[config.mk]
export PLATFORM = sky130hd
export DESIGN_NAME = pfa_flash_ctrl
export DESIGN_NICKNAME = d
export VERILOG_FILES = /design/src/pfa_pkg.sv /design/src/pfa_flash_ctrl.sv
export SDC_FILE = /design/constraint.sdc
export NUM_CORES = 1
export LEC_CHECK = 0
export BUFFER_PORTS_ARGS = -buffer_cell sky130_fd_sc_hd__buf_4
export CORE_ASPECT_RATIO = 0.7
export CORE_MARGIN = 5
export CORE_UTILIZATION = 50
export CTS_BUF_LIST = sky130_fd_sc_hd__clkbuf_16
export CTS_CLUSTER_SIZE = 10
export DETAILED_ROUTE_END_ITERATION = 8
export PLACE_DENSITY_LB_ADDON = 0.12
export SYNTH_ARGS = -nofsm -noshare
export SYNTH_HDL_FRONTEND = slang
export SYNTH_SLANG_ARGS = --single-unit
[constraint.sdc]
create_clock -name clk_sys -period 2 [get_ports clk_sys]
set_input_delay 0.1 -clock clk_sys [delete_from_list [all_inputs] [get_ports clk_sys]]
set_output_delay 0.1 -clock clk_sys [all_outputs]
set_load 0.05 [all_outputs]
[src/pfa_pkg.sv]
package pfa_pkg;

    // ==========================================================
    // register map, byte addresses of aligned words
    localparam logic [7:0] OFF_ADDR_LOW  = 8'h00;
    localparam logic [7:0] OFF_ADDR_HIGH = 8'h04;
    localparam logic [7:0] OFF_DATA_LOW  = 8'h08;
    localparam logic [7:0] OFF_DATA_HIGH = 8'h0C;
    localparam logic [7:0] OFF_CONTROL   = 8'h10;
    localparam logic [7:0] OFF_UNLOCK    = 8'h14;

    // ==========================================================
    // control register fields
    localparam int BIT_RD     = 0;
    localparam int BIT_WR     = 1;
    localparam int BIT_WRITE_ALLOW_BIT   = 2;
    localparam int BIT_WRITE_FAULT_FLAG  = 3;
    localparam int BIT_ERASE  = 4;
    localparam int BIT_LATCH_ONLY_SELECT   = 5;
    localparam int BIT_CONFIG_SPACE_SELECT   = 6;

    // ==========================================================
    // widths, keys and reset values
    localparam int ADDR_W      = 15;
    localparam int DATA_W      = 14;
    localparam int LATCH_WORDS = 32;
    localparam int LATCH_SEL_W = 5;
    localparam logic [7:0]  KEY_FIRST  = 8'h55;
    localparam logic [7:0]  KEY_SECOND = 8'hAA;
    localparam logic [13:0] LATCH_BLANK = 14'h3FFF;
    localparam logic [6:0]  ADDR_HIGH_RST = 7'h00;
    localparam logic [7:0]  BYTE_RST   = 8'h00;
    localparam logic [5:0]  DATA_HIGH_RST = 6'h00;

    // ==========================================================
    // timing
    localparam int CLK_PERIOD_NS = 10;
    localparam int OP_TIME_NS    = 2_000_000;
    localparam int OP_CYCLES     = OP_TIME_NS / CLK_PERIOD_NS;

    // ==========================================================
    // sequencer states, gray on each forward step; the PFA_RD_N and PFA_STALL returns to PFA_IDLE change two bits
    typedef enum logic [2:0] {
        PFA_IDLE  = 3'h0,
        PFA_WR_A  = 3'h1,
        PFA_WR_N1 = 3'h3,
        PFA_WR_N2 = 3'h2,
        PFA_STALL = 3'h6,
        PFA_RD_A  = 3'h4,
        PFA_RD_N  = 3'h5
    } pfa_state_t;

    typedef struct packed {
        logic              rd;
        logic              erase;
        logic              prog;
        logic              cfg;
        logic [ADDR_W-1:0] addr;
    } pfa_arr_req_t;

    typedef struct packed {
        logic slot_nop;
        logic stall;
    } pfa_core_ctl_t;

endpackage

[src/pfa_flash_ctrl.sv]
module pfa_flash_ctrl #(
    parameter int OP_CYCLES = pfa_pkg::OP_CYCLES
) (
    input  wire logic                  clk_sys,
    input  wire logic                  rstn,
    input  wire logic                  por_rstn,
    input  wire logic                  psel,
    input  wire logic                  penable,
    input  wire logic                  pwrite,
    input  wire logic [7:0]            paddr,
    input  wire logic [31:0]           pwdata,
    output logic [31:0]                prdata,
    output logic                       pready,
    output logic                       pslverr,
    input  wire logic                  inst_tick,
    output pfa_pkg::pfa_core_ctl_t     core_ctl,
    output pfa_pkg::pfa_arr_req_t      arr_req,
    input  wire logic [13:0]           arr_rdata,
    output logic [31:0][13:0]          row_data
);
    import pfa_pkg::*;

    // ==========================================================
    // state
    pfa_state_t                 state_reg;
    pfa_state_t                 state_next;
    logic [7:0]                 addr_low_reg;
    logic [6:0]                 addr_high_reg;
    logic [7:0]                 data_low_reg;
    logic [5:0]                 data_high_reg;
    logic                       rd_reg;
    logic                       wr_reg;
    logic                       write_allow_bit;
    logic                       write_fault_flag;
    logic                       erase_select;
    logic                       latch_only_select;
    logic                       config_space_select;
    logic [1:0]                 key_stage_reg;
    logic [1:0]                 key_stage_next;
    logic                       op_live_reg;
    logic [17:0]                timer_reg;
    logic [31:0]                prdata_reg;
    pfa_arr_req_t               arr_req_reg;
    logic [LATCH_WORDS-1:0][DATA_W-1:0] latch_reg;

    // ==========================================================
    // bus decode
    wire logic        setup_ph = psel & ~penable;
    wire logic        acc_ph   = psel & penable;
    wire logic        wr_acc   = acc_ph & pwrite;
    wire logic        hit_alow = (paddr == OFF_ADDR_LOW);
    wire logic        hit_ahigh = (paddr == OFF_ADDR_HIGH);
    wire logic        hit_dlow = (paddr == OFF_DATA_LOW);
    wire logic        hit_dhigh = (paddr == OFF_DATA_HIGH);
    wire logic        hit_ctl  = (paddr == OFF_CONTROL);
    wire logic        hit_key  = (paddr == OFF_UNLOCK);
    wire logic        mapped   = hit_alow | hit_ahigh | hit_dlow | hit_dhigh
                                 | hit_ctl | hit_key;
    wire logic        wr_alow  = wr_acc & hit_alow;
    wire logic        wr_ahigh = wr_acc & hit_ahigh;
    wire logic        wr_dlow  = wr_acc & hit_dlow;
    wire logic        wr_dhigh = wr_acc & hit_dhigh;
    wire logic        wr_ctl   = wr_acc & hit_ctl;
    wire logic        wr_key   = wr_acc & hit_key;

    assign pready  = 1'b1;
    assign pslverr = acc_ph & ~mapped;
    assign prdata  = prdata_reg;

    // ==========================================================
    // read-back mux
    wire logic [7:0]  ctl_view = {1'b0, config_space_select, latch_only_select,
                                  erase_select, write_fault_flag, write_allow_bit,
                                  wr_reg, rd_reg};
    wire logic [31:0] rd_mux =
        hit_alow  ? {24'h000000, addr_low_reg} :
        hit_ahigh ? {25'h0000000, addr_high_reg} :
        hit_dlow  ? {24'h000000, data_low_reg} :
        hit_dhigh ? {26'h0000000, data_high_reg} :
        hit_ctl   ? {24'h000000, ctl_view} :
        32'h00000000;  // key register never reads back

    // ==========================================================
    // sequencer decode
    wire logic [ADDR_W-1:0] word_addr = {addr_high_reg, addr_low_reg};
    wire logic [LATCH_SEL_W-1:0] latch_sel =
        addr_low_reg[LATCH_SEL_W-1:0];
    wire logic [DATA_W-1:0] data_word = {data_high_reg, data_low_reg};
    wire logic idle      = (state_reg == PFA_IDLE);
    wire logic ask_rd    = wr_ctl & pwdata[BIT_RD] & ~rd_reg & ~wr_reg & idle;
    wire logic ask_wr    = wr_ctl & pwdata[BIT_WR] & ~wr_reg & ~rd_reg & idle;
    // full key pair and write allow, else no write starts
    wire logic start_wr  = ask_wr & (key_stage_reg == 2'd2)
                           & write_allow_bit;
    wire logic start_rd  = ask_rd & ~ask_wr;
    wire logic last_nop  = (state_reg == PFA_WR_N2) & inst_tick;
    wire logic load_only = latch_only_select & ~erase_select;
    wire logic do_erase  = erase_select & write_allow_bit;
    wire logic enter_stall = last_nop & ~load_only;
    wire logic stall_done  = (state_reg == PFA_STALL) & (timer_reg == 18'h00000);
    wire logic rd_done     = (state_reg == PFA_RD_N) & inst_tick;
    wire logic fault_hw_set = op_live_reg & (state_reg != PFA_STALL);

    // ==========================================================
    // next state
    always_comb begin
        state_next = state_reg;
        case (state_reg)
            PFA_IDLE: begin
                if (start_wr) begin
                    state_next = PFA_WR_A;
                end else if (start_rd) begin
                    state_next = PFA_RD_A;
                end
            end
            PFA_RD_A: begin
                if (inst_tick) begin
                    state_next = PFA_RD_N;
                end
            end
            PFA_RD_N: begin
                if (inst_tick) begin
                    state_next = PFA_IDLE;
                end
            end
            PFA_WR_A: begin
                if (inst_tick) begin
                    state_next = PFA_WR_N1;
                end
            end
            PFA_WR_N1: begin
                if (inst_tick) begin
                    state_next = PFA_WR_N2;
                end
            end
            PFA_WR_N2: begin
                if (inst_tick) begin
                    state_next = load_only ? PFA_IDLE : PFA_STALL;
                end
            end
            PFA_STALL: begin
                if (stall_done) begin
                    state_next = PFA_IDLE;
                end
            end
            default: begin
                state_next = PFA_IDLE;
            end
        endcase
    end

    // ==========================================================
    // unlock key tracking; any other write breaks the chain
    always_comb begin
        key_stage_next = 2'd0;
        if (wr_key) begin
            if (key_stage_reg == 2'd0 && pwdata[7:0] == KEY_FIRST) begin
                key_stage_next = 2'd1;
            end else if (key_stage_reg == 2'd1 && pwdata[7:0] == KEY_SECOND) begin
                key_stage_next = 2'd2;
            end
        end else if (!wr_acc) begin
            key_stage_next = key_stage_reg;
        end
    end

    // ==========================================================
    // core slot control
    assign core_ctl.slot_nop = (state_reg == PFA_RD_N) | (state_reg == PFA_WR_N1)
                               | (state_reg == PFA_WR_N2);
    assign core_ctl.stall    = (state_reg == PFA_STALL);
    assign arr_req  = arr_req_reg;
    assign row_data = latch_reg;

    // ==========================================================
    // sequencer and key registers
    always_ff @(posedge clk_sys or negedge rstn) begin
        if (!rstn) begin
            state_reg     <= PFA_IDLE;
            key_stage_reg <= 2'd0;
        end else begin
            state_reg     <= state_next;
            key_stage_reg <= key_stage_next;
        end
    end

    // ==========================================================
    // operation timer; about 2 ms at the core clock
    always_ff @(posedge clk_sys or negedge rstn) begin
        if (!rstn) begin
            timer_reg <= 18'h00000;
        end else if (enter_stall) begin
            timer_reg <= 18'(OP_CYCLES - 1);
        end else if (timer_reg != 18'h00000) begin
            timer_reg <= timer_reg - 18'h00001;
        end
    end

    // ==========================================================
    // address and data pair
    always_ff @(posedge clk_sys or negedge rstn) begin
        if (!rstn) begin
            addr_low_reg  <= BYTE_RST;
            addr_high_reg <= ADDR_HIGH_RST;
            data_low_reg  <= BYTE_RST;
            data_high_reg <= DATA_HIGH_RST;
        end else begin
            if (wr_alow) begin
                addr_low_reg <= pwdata[7:0];
            end
            if (wr_ahigh) begin
                addr_high_reg <= pwdata[6:0];
            end
            if (rd_done) begin
                data_low_reg  <= arr_rdata[7:0];
                data_high_reg <= arr_rdata[13:8];
            end else begin
                if (wr_dlow) begin
                    data_low_reg <= pwdata[7:0];
                end
                if (wr_dhigh) begin
                    data_high_reg <= pwdata[5:0];
                end
            end
        end
    end

    // ==========================================================
    // control bits; start bits cannot be cleared by a write
    always_ff @(posedge clk_sys or negedge rstn) begin
        if (!rstn) begin
            rd_reg              <= 1'b0;
            wr_reg              <= 1'b0;
            write_allow_bit     <= 1'b0;
            erase_select        <= 1'b0;
            latch_only_select   <= 1'b0;
            config_space_select <= 1'b0;
        end else begin
            if (start_rd) begin
                rd_reg <= 1'b1;
            end else if (rd_done) begin
                rd_reg <= 1'b0;
            end
            if (start_wr) begin
                wr_reg <= 1'b1;
            end else if ((last_nop & load_only) | stall_done) begin
                wr_reg <= 1'b0;
            end
            if (wr_ctl) begin
                write_allow_bit     <= pwdata[BIT_WRITE_ALLOW_BIT];
                erase_select        <= pwdata[BIT_ERASE];
                latch_only_select   <= pwdata[BIT_LATCH_ONLY_SELECT];
                config_space_select <= pwdata[BIT_CONFIG_SPACE_SELECT];
            end
        end
    end

    // ==========================================================
    // array requests; cfg low selects program memory
    always_ff @(posedge clk_sys or negedge rstn) begin
        if (!rstn) begin
            arr_req_reg <= '0;
        end else begin
            arr_req_reg.rd    <= (state_next == PFA_RD_N);
            arr_req_reg.erase <= enter_stall & do_erase;
            arr_req_reg.prog  <= enter_stall & ~do_erase;
            arr_req_reg.cfg   <= config_space_select;
            arr_req_reg.addr  <= word_addr;
        end
    end

    // ==========================================================
    // write latches, one row wide; loaded only from the data pair
    always_ff @(posedge clk_sys or negedge rstn) begin
        if (!rstn) begin
            latch_reg <= {LATCH_WORDS{LATCH_BLANK}};
        end else if (stall_done) begin
            latch_reg <= {LATCH_WORDS{LATCH_BLANK}};
        end else if (last_nop & ~erase_select) begin
            latch_reg[latch_sel] <= data_word;
        end
    end

    // ==========================================================
    // fault tracking survives ordinary resets; power-up clears both, and a control write can also clear the flag
    // a long operation cut short leaves op_live set with the sequencer idle
    always_ff @(posedge clk_sys or negedge por_rstn) begin
        if (!por_rstn) begin
            op_live_reg      <= 1'b0;
            write_fault_flag <= 1'b0;
        end else begin
            if (enter_stall) begin
                op_live_reg <= 1'b1;
            end else if (stall_done | fault_hw_set) begin
                op_live_reg <= 1'b0;
            end
            // hardware set wins over a software write
            if (fault_hw_set) begin
                write_fault_flag <= 1'b1;
            end else if (wr_ctl) begin
                write_fault_flag <= pwdata[BIT_WRITE_FAULT_FLAG];
            end
        end
    end

    // ==========================================================
    // read data registered in the setup phase, zero wait states
    always_ff @(posedge clk_sys or negedge rstn) begin
        if (!rstn) begin
            prdata_reg <= 32'h00000000;
        end else if (setup_ph & ~pwrite) begin
            prdata_reg <= rd_mux;
        end
    end

endmodule

* Yosys cells after proc, flatten, opt, wreduce, memory -nomap -nowiden *
Cells that the tools add are included.

cells by class
  add/sub/neg operators = 1
  order comparisons = 2
  eq/ne operators = 17
  multiplexer cells = 38
  bitwise logic cells = 51
  reduce and logical (&&, ||, !) cells = 17

operators with widths
  cell                   count
  $mux 448               2
  $bwmux 448             1
  $demux 14 s5           1
  $mux 8                 5
  $mux 18                2
  $and 1x1->1            33
  $mux 3                 9
  $pmux 3 s7             1
  $logic_not 18->1       1
  $reduce_bool 18->1     1
  $reduce_bool 2->1      9
  $sub 18x1->18 const B  1
  $eq 8x4->1 const B     2
  $eq 8x5->1 const B     2
  $mux 14                1
  $mux 7                 2
  $eq 3x3->1 const B     4
  $mux 6                 2
  $not 1->1              9
  $or 1x1->1             9
  $eq 8x3->1 const B     1
  $eq 8x7->1 const B     1
  $eq 8x8->1 const B     1
  $logic_not 8->1        1
  12 further kinds       25

storage, ports and cells
  bits in registers = 559
  input port bits = 61
  output and inout bits = 503
  logic and storage cells = 179

* Longest topological paths before layout *
  depth after elaboration = 13
  gate-level depth with buffers = 8
  mapped depth without buffers = 6

* Least setup slack after synthesis *
OpenSTA, ideal clock, no wires.

  path type = reg-to-reg
  start = register state_reg[0]
  end = register latch_reg, in the netlist row_data[255]
  setup time = 0.064 ns
  arrival = 1.797 ns
  data required time = 1.936 ns
  setup slack = 0.139 ns
  cell stages (with the launch flop) = 7
  path buffers = 3
  clock period less this slack = 1.861 ns
  path through = dfrtp_1 -> clkbuf_8 -> nor3b_4 -> nand3_4 -> buf_12 -> clkbuf_1 -> nand3_1

RTL lines
  item                            line                   RTL
  start: declaration              pfa_flash_ctrl.sv:25   pfa_state_t state_reg;
  start signal: assignment        pfa_flash_ctrl.sv:182  state_reg <= state_next;
  end signal: assignment          pfa_flash_ctrl.sv:276  latch_reg <= {LATCH_WORDS{LATCH_BLANK}};
  end signal: assignment          pfa_flash_ctrl.sv:278  latch_reg <= {LATCH_WORDS{LATCH_BLANK}};
  end signal: indexed assignment  pfa_flash_ctrl.sv:280  latch_reg[latch_sel] <= data_word;
  end: declaration                pfa_flash_ctrl.sv:44   logic [LATCH_WORDS-1:0][DATA_W-1:0] latch_reg;

* Worst setup path after layout *
  start = register timer_reg[0]
  end = register timer_reg[12]

on the way
  longest elaborated chain between the ends = 3
  elaborated cells on any way between the ends = 5
  those cells by class = add/sub (1); mux (2); reduce/logical (2)

ends and longest elaborated chain
  item                      line                   RTL
  start: declaration        pfa_flash_ctrl.sv:41   logic [17:0] timer_reg;
  start signal: assignment  pfa_flash_ctrl.sv:193  timer_reg <= 18'(OP_CYCLES - 1);
  start signal: assignment  pfa_flash_ctrl.sv:195  timer_reg <= timer_reg - 18'h00001;
  $sub 18x1->18             pfa_flash_ctrl.sv:195
  $mux 18                   pfa_flash_ctrl.sv:194  end else if (timer_reg != 18'h00000) begin
  $mux 18                   pfa_flash_ctrl.sv:192  end else if (enter_stall) begin

Parallel ways exist; a longest one is shown, timed or not. The select of a mux whose other input is x is not followed.
A chain may end at the register's enable or synchronous reset.

==> results.md <==
- Drc violations: 0
- Die Ht: approximately 190 um
- Die width: about 270 um
- Gpl congestion: ~0.86
- Pin slew with the least headroom to its limit: ~0.59 ns
- Area of the mapped netlist: 23700 um^2
- Critical Path RT: 2.54 ns
- CTS tree: done
- Num CTS Buffers: just under 60
- Crit path kind: reg2reg
- Failing checks: hold timing
- Area leader, netlist: dfstp_2
- Initial antenna violation count: 0
- Diode count: 0
- Max Clock Skew: between 0.02 and 0.03 ns
- Setup_tns: 0 ns
- Cell Pwr Density: slightly below 700 nW/um^2
- Hold WC Path Type: in2reg
- Filler instances: approximately 3.5k
- Routed WL: ~81000 um
- Yosys top cell area share: 0.498
- Syn avg cell area: roughly 11 um^2
- Max Fanout on Critical Path: 9
- #FFs+latches synth: 535
- CP Capture Type: flip-flop
- Number of port buffers: approximately 500
- Area taken by multi-input logic gates: between 8000 and 9000 um^2
- Clk root buf: clkbuf_16
- Post-synth ARST share: 1.00
- GR Overflow Total: 0
- Min Hold Slack: -0.00938 ns
- CTS max path bufs: 3
- IO Pins: around 560
- Final Hold Vio Count: 1
- Synth cell count leaders: nand2_1, dfstp_2, nand3_1
- Post-synth EDFFs: 0
- First-pass GRT wire length: about 120000 um
- # rows: between 60 and 70
- Initial Util: 0.508
- Maximum VDD drop: around 630 uV
- Vias: a little under 20k
- H-tree levels: 2
- FMAX: 516 MHz
- Max-slew violations: 0
- Lkg Pwr: around 15 nW
- Largest net degree at the start of global routing: 79
- Count leader, synth: nand2_1
- Vias in the first global route: between 15k and 20k
- Power, Total: approximately 21 mW
- Total area of sequential cells: ~14000 um^2
- Die area: about 52000 um^2
- Post-layout min period: 1.94 ns
- CP arrival: ~2.5 ns
- Max-cap viol count: 0
- Relative slew slack: 0.605
- Clk slew on worst S/H paths: ~0.06 ns
- CTS sink cnt: around 540
- Post-synth cell types: 73
- Post-DP HPWL: between 50000 and 60000 um
- Overall Global Routing Usage: 0.299
- Startpoint Class: flip-flop
- Sequential area share after synthesis: 0.590
- Share of cells above drive strength 1: 0.446
- Layout net count: 2854
- R2R Setup Slk: 0.06 ns
- Ys flop type: dfstp_2
- Avg Vias per Cell: ~5.7
- Core ar.: between 40000 and 50000 um^2
- Synth warnings: 0
- Tcrit/Tclk final: 0.970
- Antenna Nets Post-Route: 0
- Status: finished, violations left
- Dominant cells by area after synthesis: dfstp_2, nand2_1, mux2i_1, dfrtp_1, nand3_1
- Final setup vio count: 0
- Drt first pass iters: 6
- Initial DRC count: about 1.9k
- Max reg flops: ~450
- Layout area overhead: 29.4%
- Later-pin clock latency in the skew report: 0.61 ns
- Avg WL per Cell: 23.6 um
- Post-Syn Instances: approximately 2.2k
[per-stage QoR]
stage | instance area (um^2) | instances | setup WS [ns] | util
finish | 30600 | 3420 | 0.0605 | 0.657
floorplan | 23700 | 2264 | 0.139 | -
global route | 30600 | 3420 | -0.0274 | 0.657
global placement | 28400 | 3290 | 0.0155 | 0.609
detailed placement | 28400 | 3290 | -0.0238 | 0.609
CTS | 30400 | 3414 | 0.00940 | 0.654
[final cells by class]
class,count,area share
clock buffer,59,0.0482
clock inverter,19,0.00356
inverter,15,0.00184
multi-input combinational,1485,0.278
sequential,535,0.456
tap,612,0.0250
timing repair buffer,695,0.187
[cell usage in the layout, fill, tap and decap left out, drive strengths merged, types with 3 or more instances in the layout]
cell type	n
dfrtp	87
dfstp	448
nand2	698
mux2i	243
nor3	17
nand3	265
clkbuf	59
and4b	3
a21oi	23
and4	6
nor4b	7
nand4	8
o221ai	8
nor4	4
o21ai	27
mux2	15
and3	16
o2bb2ai	6
nand3b	6
o31ai	5
nor3b	5
nor2b	7
dlygate4sd3	44
conb	25
or4	6
and4bb	5
nor2	33
inv	33
o211ai	5
buf	651
nand2b	6
a31oi	6
and2	7
[routing by layer]
metal	up-vias	wire (um)	GRT usage
met4	0	2620	0.0893
met1	9876	34200	0.418
met2	872	37300	0.468
li1	8482	-	-
met5	-	0	0
met3	153	6590	0.0729
[cell families after synthesis]
logic type,share of synthesized area
flops,0.590
xor+xnor,0.000370
compound gates,0.0242
simple gates,0.214
mux,0.110
other cells,0.000318
buf+inv,0.0604
fa+ha+maj,0.00106
[critical path, cell delays in order, from the launching register on]
cell     delay [ns]
dfrtp_1        0.37
inv_2          0.06
ha_1           0.19
nor4b_4        0.14
buf_4          0.18
and3_4         0.16
buf_6          0.13
or4_1          0.50
a21oi_2        0.14
[power breakdown]
part	internal (mW)	switching, mW	leakage, nW	total (mW)
Sequential	10.9	0.0513	5.80	11.0
Combinational	0.228	0.623	8.69	0.851
Clock	5.22	4.24	0.833	9.46
[path summary, 6_finish.rpt]
check,start,end,depth (start not counted)
min in group asynchronous,por_rstn,write_fault_flag$_DFFE_PN0P_,3
hold / removal,paddr[3],prdata[6]$_DFFE_PN0P_,4
setup reg to reg,timer_reg[0]$_DFFE_PN0P_,timer_reg[12]$_DFFE_PN0P_,8
setup / recovery,timer_reg[0]$_DFFE_PN0P_,timer_reg[12]$_DFFE_PN0P_,8
max in group asynchronous,rstn,row_data[308]$_DFFE_PN1P_,3
hold reg to reg,addr_low_reg[5]$_DFFE_PN0P_,arr_req[5]$_DFF_PN0_,0
[timing repair]
action / 4_1_cts / 5_1_grt
buffers inserted: 1 / 7
resized for setup: 4 / 30
setup endpoints to repair: 208 / 448
hold buffers: 45 / 0
pin swaps: 1 / 6
endpoints found under the hold margin: 170 / 0
Power figures use the tool's default switching activity.
